## src/rtl/pcpc_cfg.svh

```systemverilog
`ifndef PCPC_CFG_SVH
`define PCPC_CFG_SVH
`define PCPC_ADDR_DIV_A     8'h01
`define PCPC_ADDR_DIV_B     8'h02
`define PCPC_ADDR_HS_POL    8'h12
`define PCPC_ADDR_COAST_POL 8'h18
`define PCPC_ADDR_PHASE     8'h03
`define PCPC_ADDR_BAND      8'h04
`define PCPC_HS_POL_LSB     4
`define PCPC_COAST_POL_LSB  5
`define PCPC_RST_DIV        12'h640
`define PCPC_RST_HS_POL     8'h10
`define PCPC_RST_COAST_POL  8'h00
`define PCPC_RST_PHASE      5'h00
`define PCPC_RST_BAND       5'h08
`define PCPC_CNT_SAT        12'hfff
`define PCPC_DIV_MIN        12'h002
`define PCPC_PHASE_STEPS    32
`define PCPC_VCO_PERIOD_MAX 8'hff
`endif

```

## src/rtl/pcpc_pkg.sv

```systemverilog
`include "pcpc_cfg.svh"
package pcpc_pkg;
  typedef enum logic [1:0] {
    PCPC_BAND_10_21 = 2'b00,
    PCPC_BAND_21_42 = 2'b01,
    PCPC_BAND_42_84 = 2'b10,
    PCPC_BAND_84_95 = 2'b11
  } pcpc_band_e;
  typedef logic [11:0] pcpc_div_t;
  typedef logic [4:0]  pcpc_phase_t;
endpackage

```

## src/rtl/pcpc_sync3.sv

```systemverilog
module pcpc_sync3 import pcpc_pkg::*; (
  // clock and reset
  input  wire logic clk,
  input  wire logic arst_n,
  // pin side
  input  wire logic pin_in,
  // filtered level
  output logic      lvl_out
);
  logic s1_ff;
  logic s2_ff;
  logic s3_ff;
  always_ff @(posedge clk or negedge arst_n) begin
    if (!arst_n) begin
      s1_ff <= 1'b0;
      s2_ff <= 1'b0;
      s3_ff <= 1'b0;
      lvl_out <= 1'b0;
    end else begin
      s1_ff <= pin_in;
      s2_ff <= s1_ff;
      s3_ff <= s2_ff;
      // change only once stages two and three agree
      if (s2_ff == s3_ff) begin
        lvl_out <= s3_ff;
      end
    end
  end
endmodule

```

## src/rtl/pcpc_top.sv

```systemverilog
`include "pcpc_cfg.svh"
module pcpc_top import pcpc_pkg::*; (
  // clock and reset
  input  wire logic        clk,
  input  wire logic        arst_n,
  // configuration port
  input  wire logic        cfg_we,
  input  wire logic [7:0]  cfg_addr,
  input  wire logic [7:0]  cfg_wdata,
  output logic      [7:0]  cfg_rdata,
  // sync and hold pins
  input  wire logic        hsync_pin,
  input  wire logic        vsync_pin,
  input  wire logic        coast_pin,
  input  wire logic        coast_internal_en,
  // clock source select
  input  wire logic        ext_clk_sel,
  input  wire logic        ext_pixel_tick,
  // loop status and analog controls
  output logic             pixel_tick,
  output logic             sample_tick,
  output logic             pll_locked,
  output logic             hold_active,
  output logic [1:0]       osc_band_setting,
  output logic             osc_band_sel_hi,
  output logic             osc_band_sel_lo,
  output logic [2:0]       pump_current_sel,
  output logic             phase_aligned_hsync_out
);
  logic [7:0]  div_a_ff;
  logic [7:0]  div_b_ff;
  logic [7:0]  hs_pol_reg_ff;
  logic [7:0]  coast_pol_reg_ff;
  logic [4:0]  phase_ff;
  logic [4:0]  band_reg_ff;
  pcpc_div_t   divisor;
  logic        hs_sync;
  logic        vs_sync;
  logic        co_sync;
  logic        hs_act;
  logic        hs_prev_ff;
  logic        hs_edge;
  logic        hold;
  pcpc_div_t   pix_cnt_ff;
  logic [7:0]  period_ff;
  logic [7:0]  tick_cnt_ff;
  logic        gen_tick;
  logic        px;
  logic [31:0] hs_dly_ff;
  logic [31:0] px_dly_ff;

  // registers; divisor split over two locations, high part first
  always_ff @(posedge clk or negedge arst_n) begin
    if (!arst_n) begin
      div_a_ff         <= 8'(`PCPC_RST_DIV >> 4);
      div_b_ff         <= {4'(`PCPC_RST_DIV), 4'h0};
      hs_pol_reg_ff    <= `PCPC_RST_HS_POL;
      coast_pol_reg_ff <= `PCPC_RST_COAST_POL;
      phase_ff         <= `PCPC_RST_PHASE;
      band_reg_ff      <= `PCPC_RST_BAND;
    end else if (cfg_we) begin
      case (cfg_addr)
        `PCPC_ADDR_DIV_A:     div_a_ff <= cfg_wdata;
        `PCPC_ADDR_DIV_B:     div_b_ff <= {cfg_wdata[7:4], 4'h0};
        `PCPC_ADDR_HS_POL:    hs_pol_reg_ff <= cfg_wdata;
        `PCPC_ADDR_COAST_POL: coast_pol_reg_ff <= cfg_wdata;
        `PCPC_ADDR_PHASE:     phase_ff <= cfg_wdata[7:3];
        `PCPC_ADDR_BAND:      band_reg_ff <= cfg_wdata[7:3];
        default: ;
      endcase
    end
  end

  always_comb begin
    case (cfg_addr)
      `PCPC_ADDR_DIV_A:     cfg_rdata = div_a_ff;
      `PCPC_ADDR_DIV_B:     cfg_rdata = div_b_ff;
      `PCPC_ADDR_HS_POL:    cfg_rdata = hs_pol_reg_ff;
      `PCPC_ADDR_COAST_POL: cfg_rdata = coast_pol_reg_ff;
      `PCPC_ADDR_PHASE:     cfg_rdata = {phase_ff, 3'h0};
      `PCPC_ADDR_BAND:      cfg_rdata = {band_reg_ff, 3'h0};
      default:              cfg_rdata = 8'h00;
    endcase
  end

  assign divisor = {div_a_ff, div_b_ff[7:4]};
  assign osc_band_setting = band_reg_ff[4:3];
  assign osc_band_sel_hi  = band_reg_ff[4];
  assign osc_band_sel_lo  = band_reg_ff[3];
  assign pump_current_sel = band_reg_ff[2:0];

  pcpc_sync3 u_hs (.clk(clk), .arst_n(arst_n), .pin_in(hsync_pin), .lvl_out(hs_sync));
  pcpc_sync3 u_vs (.clk(clk), .arst_n(arst_n), .pin_in(vsync_pin), .lvl_out(vs_sync));
  pcpc_sync3 u_co (.clk(clk), .arst_n(arst_n), .pin_in(coast_pin), .lvl_out(co_sync));

  // polarity bit of one means active high
  assign hs_act = hs_sync ~^ hs_pol_reg_ff[`PCPC_HS_POL_LSB];
  // internal hold follows the filtered vertical sync level directly
  assign hold = coast_internal_en ? vs_sync
              : (co_sync ~^ coast_pol_reg_ff[`PCPC_COAST_POL_LSB]);
  assign hold_active = hold;

  always_ff @(posedge clk or negedge arst_n) begin
    if (!arst_n) begin
      hs_prev_ff <= 1'b0;
    end else begin
      hs_prev_ff <= hs_act;
    end
  end
  assign hs_edge = hs_act & ~hs_prev_ff;

  // digital stand-in for the oscillator: tick every period_ff+1 clocks
  always_ff @(posedge clk or negedge arst_n) begin
    if (!arst_n) begin
      tick_cnt_ff <= 8'h00;
    end else if (tick_cnt_ff >= period_ff) begin
      tick_cnt_ff <= 8'h00;
    end else begin
      tick_cnt_ff <= tick_cnt_ff + 8'h01;
    end
  end
  assign gen_tick   = (tick_cnt_ff >= period_ff);
  assign px         = ext_clk_sel ? ext_pixel_tick : gen_tick;
  assign pixel_tick = px;

  // divider count; restarted on every sync edge, also while holding,
  // so a hold released after sync has returned never compares a stale multi-line count
  always_ff @(posedge clk or negedge arst_n) begin
    if (!arst_n) begin
      pix_cnt_ff <= 12'h000;
    end else if (hs_edge) begin
      // a tick on the edge cycle belongs to the new line
      pix_cnt_ff <= px ? 12'h001 : 12'h000;
    end else if (px && pix_cnt_ff != `PCPC_CNT_SAT) begin
      pix_cnt_ff <= pix_cnt_ff + 12'h001;
    end
  end

  // frequency correction; hold freezes correction and lock status
  always_ff @(posedge clk or negedge arst_n) begin
    if (!arst_n) begin
      period_ff  <= 8'h00;
      pll_locked <= 1'b0;
    end else if (hs_edge && !hold) begin
      // too few pixel ticks: oscillator slow, shorten period
      if (pix_cnt_ff < divisor && period_ff != 8'h00) begin
        period_ff  <= period_ff - 8'h01;
        pll_locked <= 1'b0;
      end else if (pix_cnt_ff > divisor && period_ff != `PCPC_VCO_PERIOD_MAX) begin
        period_ff  <= period_ff + 8'h01;
        pll_locked <= 1'b0;
      end else begin
        // pinned at a period limit is not lock
        pll_locked <= (pix_cnt_ff == divisor);
      end
    end
  end

  // phase shift: delay line of 32 taps, tap 0 is undelayed
  always_ff @(posedge clk or negedge arst_n) begin
    if (!arst_n) begin
      hs_dly_ff <= 32'h0;
      px_dly_ff <= 32'h0;
    end else begin
      hs_dly_ff <= {hs_dly_ff[30:0], hs_act};
      px_dly_ff <= {px_dly_ff[30:0], px};
    end
  end

  always_ff @(posedge clk or negedge arst_n) begin
    if (!arst_n) begin
      phase_aligned_hsync_out <= 1'b0;
      sample_tick             <= 1'b0;
    end else begin
      // same tap for sync and sample clock keeps them aligned
      phase_aligned_hsync_out <= (phase_ff == 5'h00) ? hs_act
                               : hs_dly_ff[phase_ff - 5'h01];
      sample_tick             <= (phase_ff == 5'h00) ? px
                               : px_dly_ff[phase_ff - 5'h01];
    end
  end

  chk_hold_freezes: assert property (@(posedge clk) disable iff (!arst_n)
    hold |=> $stable(period_ff)) else $error("period moved during hold");
  chk_phase_zero: assert property (@(posedge clk) disable iff (!arst_n)
    (phase_ff == 5'h00 && $stable(phase_ff)) |=> sample_tick == $past(px))
    else $error("phase zero not undelayed");
  chk_sync_align: assert property (@(posedge clk) disable iff (!arst_n)
    (phase_ff == 5'h01 && $past(phase_ff) == 5'h01)
      |=> phase_aligned_hsync_out == $past(hs_dly_ff[0]))
    else $error("sync tap wrong");
  chk_pol_high: assert property (@(posedge clk) disable iff (!arst_n)
    hs_pol_reg_ff[`PCPC_HS_POL_LSB] |-> hs_act == hs_sync) else $error("hsync polarity");
  chk_div_write: assert property (@(posedge clk) disable iff (!arst_n)
    (cfg_we && cfg_addr == `PCPC_ADDR_DIV_A) |=> divisor[11:4] == $past(cfg_wdata))
    else $error("divisor write lost");
  chk_band_out: assert property (@(posedge clk) disable iff (!arst_n)
    (cfg_we && cfg_addr == `PCPC_ADDR_BAND) |=> osc_band_setting == $past(cfg_wdata[7:6]))
    else $error("band not applied");
  chk_pump_out: assert property (@(posedge clk) disable iff (!arst_n)
    (cfg_we && cfg_addr == `PCPC_ADDR_BAND) |=> pump_current_sel == $past(cfg_wdata[5:3]))
    else $error("pump not applied");
  chk_int_hold: assert property (@(posedge clk) disable iff (!arst_n)
    coast_internal_en |-> hold == vs_sync) else $error("internal hold wrong");
  chk_lock_flag: assert property (@(posedge clk) disable iff (!arst_n)
    (hs_edge && !hold && pix_cnt_ff != divisor) |=> !pll_locked)
    else $error("lock kept on count mismatch");
  chk_pol_low: assert property (@(posedge clk) disable iff (!arst_n)
    !hs_pol_reg_ff[`PCPC_HS_POL_LSB] |-> hs_act != hs_sync) else $error("hsync low polarity");
  cov_lock:    cover property (@(posedge clk) disable iff (!arst_n) $rose(pll_locked));
  cov_hold:    cover property (@(posedge clk) disable iff (!arst_n) hold && hs_edge);
  cov_ext:     cover property (@(posedge clk) disable iff (!arst_n) ext_clk_sel && sample_tick);
  cov_ph_max:  cover property (@(posedge clk) disable iff (!arst_n) phase_ff == 5'h1f && sample_tick);
endmodule

```

## config.mk

```make
export PLATFORM = sky130hd
export DESIGN_NAME = pcpc_top
export DESIGN_NICKNAME = d
export VERILOG_FILES = /design/src/rtl/pcpc_pkg.sv /design/src/rtl/pcpc_sync3.sv /design/src/rtl/pcpc_top.sv
export VERILOG_INCLUDE_DIRS = /design/src /design/src/rtl
export SDC_FILE = /design/constraint.sdc
export NUM_CORES = 1
export LEC_CHECK = 0
export BUFFER_PORTS_ARGS = -buffer_cell sky130_fd_sc_hd__buf_2
export CAP_MARGIN = 30
export CORE_MARGIN = 10
export CORE_UTILIZATION = 45
export CTS_BUF_LIST = sky130_fd_sc_hd__clkbuf_16
export DETAILED_ROUTE_END_ITERATION = 7
export PLACE_DENSITY = 0.6
export SLEW_MARGIN = 20
export SYNTH_ARGS = -nofsm -noshare
export SYNTH_HDL_FRONTEND = slang
export SYNTH_HIERARCHICAL = 1
export SYNTH_SLANG_ARGS = --single-unit
```

## constraint.sdc

```tcl
create_clock -name clk -period 9.2 [get_ports clk]
set_clock_uncertainty 0.1 [all_clocks]
set_input_delay 0.46 -clock clk [delete_from_list [all_inputs] [get_ports clk]]
set_output_delay 0.46 -clock clk [all_outputs]
set_load 0.03 [all_outputs]
```

# ---- Yosys cells after proc, flatten, opt, wreduce, memory -nomap -nowiden
# Index checks and enable logic that the tools add are counted.
dict set report totals {
  out_inout_bits 20
  elab_cells 85
  mem_bits_ro 0
  mem_count 0
  in_bits 25
  mem_bits_rw 0
  register_bits 146
  latchBits 0
}
dict set report classes {
  bitwise 4
  n_lt_le_gt_ge 4
  n_eq_ne 12
  add_sub_neg 5
  mux 17
  div_mod_pow 0
  shift 0
  n_mul 0
  n_reduce_logical 16
}
# cell n
set op_table {}
lappend op_table {{8-bit one-hot mux with 6 select lines} 1}
lappend op_table {{12-bit two-way mux} 2}
lappend op_table {{8-bit two-way mux} 3}
lappend op_table {{8-bit by 1-bit adder with 8-bit output (second input constant)} 2}
lappend op_table {{8-bit by 2-bit equality test with 1-bit output (second input constant)} 2}
lappend op_table {{8-bit by 5-bit equality test with 1-bit output (second input constant)} 2}
lappend op_table {{2-bit AND reduction} 7}
lappend op_table {{12-bit by 1-bit adder with 12-bit output (second input constant)} 1}
lappend op_table {{12-bit equality test} 1}
lappend op_table {{12-bit > comparator} 1}
lappend op_table {{12-bit less-than comparator} 1}
lappend op_table {{12-bit != test (second input constant)} 1}
lappend op_table {{1-bit binary-select mux with 5-bit select} 2}
lappend op_table {{1-bit two-way mux} 9}
lappend op_table {{8-bit by 1-bit equality test with 1-bit output (second input constant)} 1}
lappend op_table {{8-bit by 3-bit equality test with 1-bit output (second input constant)} 1}
lappend op_table {{8-bit >= comparator} 1}
lappend op_table {{8-bit != test (second input constant)} 1}
lappend op_table {{8-bit nonzero test} 1}
lappend op_table {{8-bit by 1-bit subtractor with 8-bit output (second input constant)} 1}
lappend op_table {{5-bit by 6-bit less-than comparator with 1-bit output (second input constant)} 1}
lappend op_table {{5-bit logical NOT} 1}
lappend op_table {{5-bit by 1-bit subtractor with 5-bit output (second input constant)} 1}
lappend op_table {{1-bit logical AND} 4}
lappend op_table {{other kinds (6)} 10}

# ---- Longest topological paths before layout
# Gate-level depths: netlist of the first run.
dict set report logic_depth {
  ltp_word 5
  ltp_mapped 15
  mapped_depth_nobuf 15
}

# ---- Modules after synthesis
# The synthesis of the first run kept the hierarchy.
# mod cells_per_inst seq_area_each_um2 area_per_inst_um2 instances
set modules_own_cells {}
lappend modules_own_cells {pcpc_top 490 3334.4 6182.2 1}
lappend modules_own_cells {pcpc_sync3 5 100.1 111.4 3}

# ---- Worst setup path before layout of the first run
# OpenSTA, ideal clock, no wires.
dict set report synth_timing {
  path_type {register -> register}
  from {register div_a_ff[5]}
  to {register period_ff[6]}
  period_less_slack_ns 3.006
  path_stages_with_launch 15
  n_path_buf 0
  setup_time_ns 0.127
  t_arrival_ns 2.779
  setup_slack_ns 6.194
  required_ns 8.973
  cell_sequence {dfstp_2 > inv_1 > ha_1 > a21oi_1 > o21a_1 > nand2_1 > nor3_2 > ha_1 > nor2b_1 > o21a_1 > o21ai_0 > nand2b_1 > a21oi_1 > xor2_1 > o21ai_0}
}
dict set report synth_between {
  elab_chain_cells 4
  elab_cells_between_ends 7
  classes_between {order compare (2); mux (1); reduce/logical (4)}
}
# item line
set synth_lines {}
lappend synth_lines {{start: declaration} pcpc_top.sv:30} ;# logic [7:0] div_a_ff;
lappend synth_lines {{start signal: assignment} pcpc_top.sv:55} ;# div_a_ff <= 8'(`PCPC_RST_DIV >> 4);
lappend synth_lines {{start signal: assignment} pcpc_top.sv:63} ;# `PCPC_ADDR_DIV_A: div_a_ff <= cfg_wdata;
lappend synth_lines {{12-bit less-than comparator / 12-bit > comparator (equally long branches)} {pcpc_top.sv:146, pcpc_top.sv:149}}
lappend synth_lines {{1-bit logical AND (on tied branches)} --}
lappend synth_lines {{2-bit nonzero test (no source line)} --}
lappend synth_lines {{2-bit AND reduction (no source line)} --}
lappend synth_lines {{end signal: assignment} pcpc_top.sv:147} ;# period_ff <= period_ff - 8'h01;
lappend synth_lines {{end signal: assignment} pcpc_top.sv:150} ;# period_ff <= period_ff + 8'h01;
lappend synth_lines {{end: declaration} pcpc_top.sv:45} ;# logic [7:0] period_ff;
# Several ways; a longest one is shown, not always the timed one.
# A chain may end at the register's enable or synchronous reset.

# ---- Worst setup path after layout of the first run
dict set report layout_timing {
  from {register div_b_ff[5]}
  to {register period_ff[6]}
}
dict set report layout_between {
  elab_chain_cells 4
  elab_cells_between_ends 7
  classes_between {order compare (2); mux (1); reduce/logical (4)}
}
# item line
set layout_lines {}
lappend layout_lines {{start: declaration} pcpc_top.sv:31} ;# logic [7:0] div_b_ff;
lappend layout_lines {{start signal: assignment} pcpc_top.sv:56} ;# div_b_ff <= {4'(`PCPC_RST_DIV), 4'h0};
lappend layout_lines {{start signal: assignment} pcpc_top.sv:64} ;# `PCPC_ADDR_DIV_B: div_b_ff <= {cfg_wdata[7:4], 4'h0};
lappend layout_lines {{12-bit less-than comparator / 12-bit > comparator (equally long branches)} {pcpc_top.sv:146, pcpc_top.sv:149}}
lappend layout_lines {{1-bit logical AND (on tied branches)} --}
lappend layout_lines {{2-bit nonzero test (no source line)} --}
lappend layout_lines {{2-bit AND reduction (no source line)} --}
# Several ways; a longest one is shown, not always the timed one.

==> results of run 1 <==
-- timing repair --
item | in CTS | in global routing
hold buffers | 1 | 0
hold endpoints to repair | 71 | 0
buffers inserted | 0 | 0
-- cells by family (layout without fill, tap and decap cells) --
logic type,after synthesis,in the layout,synth area share
and+or+nand+nor,122,122,0.101
xor gates and xnor gates,16,16,0.0215
adders and majority gates,33,33,0.0639
buffers and inverters,45,112,0.0301
AOI/OAI and AO/OA,76,76,0.0751
DFF,145,145,0.558
muxes,68,68,0.150
-- flip-flops by register name, indices dropped and copies added (netlist names), 4 cells and up --
signal and flops:
phase_ff 5, div_b_ff 4, px_dly_ff 32, pix_cnt_ff 12, hs_pol_reg_ff 8, coast_pol_reg_ff 8, hs_dly_ff 32, band_reg_ff 5
tick_cnt_ff 8, period_ff 8, div_a_ff 8
-- cell usage after synthesis (3+ instances only) --
library cell	number	area, µm²
a211oi_1	3	22.5
a21o_1	5	37.5
a21oi_1	20	100
a221o_1	5	50.1
a222oi_1	3	30.0
a22oi_1	4	30.0
and2_1	3	18.8
and3_1	9	56.3
and4_1	3	26.3
buf_2	4	20.0
clkbuf_1	5	18.8
dfrtp_1	140	3500
dfstp_2	5	131
ha_1	29	363
inv_1	32	120
maj3_2	3	33.8
mux2_2	39	439
mux2i_1	9	90.1
mux4_2	20	450
nand2_1	30	113
nand2b_1	6	37.5
nand3_1	12	60.1
nand4_1	10	62.6
nor2_1	20	75.1
nor2b_1	5	31.3
nor3_1	5	25.0
nor4_1	3	18.8
o21a_1	3	22.5
o21ai_0	20	100
o21ai_1	3	15.0
or3_1	6	37.5
xnor2_1	7	61.3
xor2_1	9	78.8
-- worst max-delay path, cell delays in order (launching register included) --
cell	delay, ns
dfrtp_1	0.37
inv_1	0.06
ha_1	0.31
nor2b_1	0.14
o211ai_1	0.23
a211oi_1	0.13
nor3_2	0.52
ha_1	0.38
nor2b_1	0.14
o21a_1	0.17
o21ai_0	0.20
nand2b_1	0.08
a21oi_1	0.18
xor2_1	0.16
o21ai_0	0.10
-- path summary, 6_finish.rpt --
| kind | slack, ns | endpoint | cells after the start | start |
|---|---|---|---|---|
| min in group asynchronous | 0.52 | hs_dly_ff[31] | 2 | arst_n |
| worst min-delay path | 0.04 | u_co/s1_ff | 1 | coast_pin |
| max in group asynchronous | 7.39 | div_a_ff[2] | 4 | arst_n |
| worst max-delay path | 5.77 | period_ff[6] | 14 | div_b_ff[5] |
| worst min register to register | 0.25 | u_vs/s2_ff | 0 | u_vs/s1_ff |
| worst max register to register | 5.77 | period_ff[6] | 14 | div_b_ff[5] |
-- per-stage QoR --
stage,area (µm²),hold WS [ns]
final,7520,0.0406
after floorplan,6520,0.0644
after global routing,7520,0.0311
after global placement,6910,0.232
after CTS,7500,0.0279
after detailed placement,6920,0.236
-- per-layer routing --
layer / GRT usage / vias up / wire [µm]
met4: 0.0446 / 0 / 132
met1: 0.190 / 2119 / 6320
met3: 0.0412 / 13 / 543
met5: 0 / - / 0
met2: 0.204 / 73 / 6030
li1: - / 1962 / -
-- power breakdown --
part | leakage (nW) | internal (W) | switching, W | total [W]
clock | 0.262 | 0.000395 | 0.000266 | 0.000661
sequential | 1.80 | 0.000751 | 0.0000907 | 0.000842
combinational | 1.51 | 0.000258 | 0.000273 | 0.000531
total | 3.57 | 0.00140 | 0.000630 | 0.00203
-- area by class of cell --
class	instances	area, µm²
clock buffer	17	425
multi-input combinational	315	2690
inverter	32	120
timing repair buffer	49	294
fill	1191	6520
clock inverter	14	140
sequential	145	3630
tap	180	225
==> results_dict.tcl, run 1 <==
set metrics [dict create \
    final_max_slew_viol_count 0 \
    status "finished, final reports clean" \
    setup_tns_ns 0 \
    grt_pass1_vias 4501 \
    first_pass_iters 5 \
    gr-total-overflow 0 \
    yosys_register_bits 145 \
    seq_area_frac_synth 0.558 \
    syn-cell-area_um2 6520 \
    cts_max_level 4 \
    initialDrtViolationCount 161 \
    core-area_um2 14000 \
    area_growth_pct 15.5 \
    avgSynthCellArea_um2 12.9 \
    yosysWarnings 6 \
    nNetsFinal 615 \
    hp-class "input port to register" \
    cp.arrival_ns 3.60 \
    viasPerCell 5.54 \
    p_leak_nw 3.57 \
    finalCoreUtilization 0.536 \
    start_kind "register" \
    port_buffers 44 \
    cts.sinks 145 \
    rows 43 \
    cts_root_buf "clkbuf_16" \
    clock_latency_ns 0.42 \
    rsz0062_at_grt "no" \
    dp_hpwl_um 9430 \
    place_inst 719 \
    grt_pass1_wl_um 22500 \
    crit_required_ns 9.37 \
    place_worst_setup_slack_ns 5.79 \
    period_minus_slack_ns 3.43 \
    insertedDiodeCount 0 \
    finalSetupViolations 0 \
    synth.distinct_cells 54 \
    drc 0 \
    io_pins 45 \
    cts-buffers-inserted 17 \
    clockBufferDepth 2 \
    fin_ws_ns 5.77 \
    path_clk_slew_ns 0.06 \
    peakVddDrop_v 0.000159 \
    grt_max_degree 75 \
    final_cells 752 \
    antenna_found_initial 0 \
    postSynthCellCount 505 \
    totalPowerFinal_w 0.00203 \
    worst_pin_slew_ns 0.787 \
    final_cell_mix "dfrtp_1, buf_2, mux2_2" \
    post_drt_wl_per_cell_um 17.3 \
    grt_use_total 0.138 \
    cts_resized 0 \
    path_max_fanout 9 \
    vias 4167 \
    synth_flop_cell "dfrtp_1" \
    drive_gt1_frac 0.259 \
    start_util 0.464 \
    postRouteAntennaNets 0 \
    finalHoldViolations 0 \
    power_density_nw_per_um2 270 \
    cap_violations 0 \
    wirelength_um 13000 \
    async_flop_share 1.00 \
    synth_fp_nets 560 \
    fin_crit_sh 0.373 \
    fp.dieW_um 140 \
    synth-edff-count 0 \
    cts_tree "yes" \
    end_kind "register" \
    criticalPathCategory "register to register" \
    gp_congestion 0.794 \
    die_height_um 140 \
    dieArea_um2 19700 \
    final_common_cell "dfrtp_1" \
    slew_headroom 0.473 \
    clock.fmax_mhz 291 \
]
Power figures use the tool's default switching activity.
==> run 2: changes to the inputs <==
==> constraint.sdc (replaced) <==
create_clock -name clk -period 3.4 [get_ports clk]
set_clock_uncertainty 0.1 [all_clocks]
set_input_delay 0.17 -clock clk [delete_from_list [all_inputs] [get_ports clk]]
set_output_delay 0.17 -clock clk [all_outputs]
set_load 0.03 [all_outputs]
==> run 2 against run 1 <==
- first-iteration DRC count is 42% higher
- clock-buffer cell count stayed put
- sequential power grew to 2.7 times the previous value
- hold slack worse by 0.040 ns
- clock power grew to 2.6 times the previous value
- sequential share of layout area is 0.60 points lower
- global-route usage hardly changed
- final area is 1.3% higher
- via count is 0.31% higher
- utilization is 0.68 points higher
- register-to-register slack worse by 5.5 ns
- largest power group unchanged
==> results_dict.tcl, run 2 (synthesis gave the netlist of run 1 again) <==
set metrics [dict create \
    crit_required_ns 3.60 \
    worst_path_max_delay_cell "dfstp_2" \
    rsz0062_at_grt "no" \
    cpPeakStageDelay_ns 0.54 \
    status "finished, final reports clean" \
    final_max_slew_viol_count 0 \
    fin_crit_sh 0.921 \
    cts_max_level 4 \
    r2r_setup_slack_ns 0.27 \
    place_worst_setup_slack_ns 0.275 \
    drc 0 \
    gr-total-overflow 0 \
    fin_area_um2 7620 \
    setup_tns_ns 0 \
    dieArea_um2 19700 \
    clock.fmax_mhz 319 \
    clockBufferDepth 2 \
    antenna_found_initial 0 \
    power_density_nw_per_um2 722 \
    grt_max_degree 79 \
    path_max_fanout 9 \
    post_drt_wl_per_cell_um 17.1 \
    end_kind "register" \
    peakVddDrop_v 0.000430 \
    die_height_um 140 \
    final_cells 767 \
    grt_pass1_wl_um 22400 \
    initialDrtViolationCount 228 \
    finalSetupViolations 0 \
    gp_congestion 0.813 \
    final_cell_mix "dfrtp_1, buf_2, mux2_2" \
    finalHoldViolations 0 \
    port_buffers 44 \
    hp-class "input port to register" \
    postCtsSetupBuffers 0 \
    reg.largest.list "hs_dly_ff x32, px_dly_ff x32, pix_cnt_ff x12" \
    postRouteAntennaNets 0 \
    fp.dieW_um 140 \
    final_common_cell "dfrtp_1" \
    wirelength_um 13100 \
    cap_violations 0 \
    dp_hpwl_um 9330 \
    start_kind "register" \
    whs_ns 0.000260 \
    place_inst 724 \
    fin_ws_ns 0.270 \
    insertedDiodeCount 0 \
    core-area_um2 14000 \
    dpl_cell_area_um2 6950 \
    slew_headroom 0.484 \
    vias 4180 \
    cts_tree "yes" \
    viasPerCell 5.45 \
    grt_use_total 0.138 \
    cts_root_buf "clkbuf_16" \
    path_clk_slew_ns 0.06 \
    cts.sinks 145 \
    clock_latency_ns 0.42 \
    criticalPathCategory "register to register" \
    nNetsFinal 629 \
    area_growth_pct 16.9 \
    cp.arrival_ns 3.33 \
    rows 43 \
    cp_cell_sequence "inv_1 -> ha_1 -> nand4_1 -> a211oi_1 -> nor3_2 -> buf_4 -> ha_1 -> nor2b_1 -> o21a_1 -> o21ai_0 -> nand2b_1 -> a21oi_1 -> xor2_1 -> o21ai_0" \
    io_pins 45 \
    drive_gt1_frac 0.262 \
    start_util 0.464 \
    period_minus_slack_ns 3.13 \
    worst_pin_slew_ns 0.771 \
    first_pass_iters 4 \
    p_leak_nw 3.63 \
    cts-buffers-inserted 17 \
    grt_pass1_vias 4452 \
]
## run 2: final timing paths
| check | startpoint | end | cells after the start |
|---|---|---|---|
| max | div_a_ff[2] | period_ff[6] | 14 |
| min | cfg_wdata[5] | coast_pol_reg_ff[5] | 2 |
| max reg2reg | div_a_ff[2] | period_ff[6] | 14 |
| min reg2reg | u_hs/s1_ff | u_hs/s2_ff | 0 |
| max in group asynchronous | arst_n | div_a_ff[5] | 3 |
| min in group asynchronous | arst_n | hs_dly_ff[20] | 2 |
## run 2: stage by stage
step	util	power (W)
after global routing	0.543	0.00585
final	0.543	0.00550
after CTS	0.543	0.00555
after global placement	0.495	0.00371
after detailed placement	0.495	0.00378
after floorplan	-	0.00337
## run 2: per-layer routing
layer  vias up  routed length [µm]  global-route usage
li1       1977                   -                   -
met1      2113                6660               0.196
met2        76                5820               0.198
met3        14                 484              0.0368
met4         0                 171              0.0500
met5         -                   0                   0
## run 2: layout make-up
type | instances | area (µm²)
clock buffers | 17 | 425
clock inverters | 15 | 133
fillers | 1150 | 6420
inverters | 32 | 120
multi-input cells | 315 | 2690
flip-flops and latches | 145 | 3630
well taps | 180 | 225
repair buffers | 63 | 397
## run 2: critical path, delay by kind of cell (launching register included)
family | cells | cell delay (ns)
xor+xnor | 1 | 0.14
compound gates | 5 | 0.95
simple gates | 4 | 0.45
fa+ha+maj | 2 | 0.61
buf+inv | 2 | 0.22
flops | 1 | 0.54
## run 2: timing repair
item / CTS / global route
hold endpoints to repair: 108 / 0
hold buffers: 11 / 0
setup endpoints to repair: 0 / 0
resized for setup: 0 / 0
## run 2: power by group
part | internal (W) | switching, W | leakage, nW | total (W)
sequential | 0.00203 | 0.000240 | 1.80 | 0.00227
combinational | 0.000720 | 0.000761 | 1.56 | 0.00148
clock | 0.00101 | 0.000739 | 0.277 | 0.00175
==> run 3: changes to the inputs <==
--- a/config.mk
+++ b/config.mk
@@ -13,6 +13,7 @@
 export CTS_BUF_LIST = sky130_fd_sc_hd__clkbuf_16
 export DETAILED_ROUTE_END_ITERATION = 7
 export PLACE_DENSITY = 0.6
+export RECOVER_POWER = 50
 export SLEW_MARGIN = 20
 export SYNTH_ARGS = -nofsm -noshare
 export SYNTH_HDL_FRONTEND = slang
==> constraint.sdc (replaced) <==
create_clock -name clk -period 3.4 [get_ports clk]
set_clock_uncertainty 0.1 [all_clocks]
set_input_delay 0.34 -clock clk [delete_from_list [all_inputs] [get_ports clk]]
set_output_delay 0.34 -clock clk [all_outputs]
set_load 0.03 [all_outputs]
==> run 3 against run 2 <==
- the flow now finishes with violations (capacitance limit, slew limit)
- cell count is 1.3% lower
- power is 2.1% higher
- utilization is 0.23 points lower
- first-iteration DRC count is 16% higher
- sequential share of layout area is 0.20 points higher
==> results_dict.tcl, run 3 (synthesis gave the netlist of run 1 again) <==
set metrics [dict create \
    peakVddDrop_v 0.000356 \
    final_cell_mix "dfrtp_1, buf_2, mux2_2" \
    fp.dieW_um 140 \
    totalPowerFinal_w 0.00562 \
    end_kind "primary output" \
    viasPerCell 5.53 \
    cp.arrival_ns 2.71 \
    finalSetupViolations 0 \
    power_frac_clock 0.332 \
    power_density_nw_per_um2 741 \
    finalHoldViolations 0 \
    place_inst 723 \
    drc 0 \
    gr-total-overflow 0 \
    area_growth_pct 16.4 \
    multi_input_area_um2 2690 \
    cts_root_buf "clkbuf_16" \
    first_pass_iters 5 \
    start_kind "register" \
    grt_pass1_vias 4434 \
    start_util 0.464 \
    cap_violations 1 \
    final_cells 757 \
    rsz0062_at_grt "no" \
    grt_max_degree 71 \
    cts.sinks 145 \
    worst-path-buf-inv 2 \
    antenna_found_initial 0 \
    core-area_um2 14000 \
    finalCoreUtilization 0.540 \
    postCtsSetupBuffers 0 \
    hp-class "input port to register" \
    final-seq-area_um2 3630 \
    dp_hpwl_um 9500 \
    post_drt_wl_per_cell_um 17.4 \
    worst_path_max_delay_cell "dfrtp_1" \
    path_max_fanout 6 \
    violations "capacitance limit, slew limit" \
    fin_crit_sh 0.926 \
    crit_top_cell "a21o_1" \
    clock_latency_ns 0.42 \
    p_int_w 0.00390 \
    crit_required_ns 2.96 \
    criticalPathCategory "register to primary output" \
    reg.largest.list "hs_dly_ff x32, px_dly_ff x32, pix_cnt_ff x12" \
    cts-buffers-inserted 17 \
    worst_pin_slew_ns 1.68 \
    slew_headroom -0.119 \
    initialDrtViolationCount 265 \
    period_minus_slack_ns 3.15 \
    rows 43 \
    postRouteAntennaNets 0 \
    grt_pass1_wl_um 22200 \
    cts_max_level 4 \
    p_comb_frac 0.263 \
    final_common_cell "dfrtp_1" \
    path_clk_slew_ns 0.06 \
    nNetsFinal 621 \
    setup_tns_ns 0 \
    cp_cell_sequence "ha_1 -> nand2b_1 -> a21o_1 -> a21o_1 -> a21o_1 -> o21ai_1 -> inv_1 -> buf_2" \
    cts_tree "yes" \
    io_pins 45 \
    cpPeakStageDelay_ns 0.47 \
    drive_gt1_frac 0.260 \
    clockBufferDepth 2 \
    critPathTopFamily "compound AO/OA/AOI/OAI gates" \
    wirelength_um 13200 \
    status "finished with violations" \
    p_sw_frac 0.306 \
    die_height_um 140 \
    vias 4184 \
    clock.fmax_mhz 318 \
    grt_use_total 0.139 \
    num-fill-cells 1178 \
    p_sw_w 0.00172 \
    seqPwrFrac 0.405 \
    final_max_slew_viol_count 70 \
    p_leak_nw 3.61 \
    insertedDiodeCount 0 \
    dieArea_um2 19700 \
    gp_congestion 0.822 \
    port_buffers 44 \
]
==> run 3: cell types whose count changed in the layout (fill, tap and decap cells not counted), sizes merged <==
cell	previous run	this run
buf	52	50
bufinv	1	3
clkbuf	17	18
clkinv	9	3
clkinvlp	0	3
dlygate4sd3	11	4
inv	37	36
==> run 3: layout make-up <==
class | count | area share
clock buffer | 17 | 0.0561
clock inverter | 13 | 0.0216
tap | 180 | 0.0297
inverter | 32 | 0.0158
sequential | 145 | 0.479
multi-input combinational | 315 | 0.355
timing repair buffer | 55 | 0.0429
==> run 3: path summary, 6_finish.rpt <==
kind                       depth (start not counted)    startpoint                  end  slack (ns)
max reg2reg                                       14   div_a_ff[5]         period_ff[7]        0.31
min                                                2  cfg_wdata[0]  coast_pol_reg_ff[0]        0.08
max in group asynchronous                          3        arst_n          div_a_ff[5]        1.18
min in group asynchronous                          2        arst_n        hs_dly_ff[23]        0.81
min reg2reg                                        0    u_co/s1_ff           u_co/s2_ff        0.25
max                                                8  period_ff[0]           pixel_tick        0.25
==> run 3: routing by layer <==
metal | routed length, µm | global-route usage | vias to the layer above
met2 | 5950 | 0.202 | 85
li1 | - | - | 1966
met3 | 649 | 0.0429 | 17
met4 | 163 | 0.0489 | 0
met5 | 0 | 0 | -
met1 | 6390 | 0.191 | 2116
==> run 3: power groups by stage <==
stage | combinational, W | sequential, W | clock, W
6_report | 0.00148 | 0.00228 | 0.00187
5_1_grt | 0.00167 | 0.00232 | 0.00198
4_1_cts | 0.00149 | 0.00228 | 0.00190
3_5_place_dp | 0.00147 | 0.00230 | 0
3_3_place_gp | 0.00143 | 0.00229 | 0
2_1_floorplan | 0.00111 | 0.00226 | 0
==> run 3: per-stage QoR <==
| step | worst slack (ns) | area (µm²) | hold slack, ns |
|---|---|---|---|
| after floorplan | 0.394 | 6520 | -0.0556 |
| after global placement | 0.387 | 6960 | 0.234 |
| after detailed placement | 0.278 | 6960 | 0.240 |
| after CTS | 0.229 | 7590 | 0.0638 |
| after global routing | 0.0156 | 7590 | 0.0803 |
| final | 0.252 | 7590 | 0.0802 |
==> run 3: worst register-to-register path, delay by kind of cell (launching register included) <==
family | cells | cell delay [ns]
flip-flops | 1 | 0.53
AO/OA/AOI/OAI | 4 | 0.51
adder cells (fa/ha/maj) | 2 | 0.56
AND/OR/NAND/NOR | 4 | 0.73
XOR/XNOR | 1 | 0.11
buffers and inverters | 2 | 0.22
multiplexers | 1 | 0.28
==> run 3: repair_timing <==
action	4_1_cts	5_1_grt
gates resized for setup	0	3
setup endpoints to repair	0	1
hold endpoints to repair	69	0
hold buffers	4	0
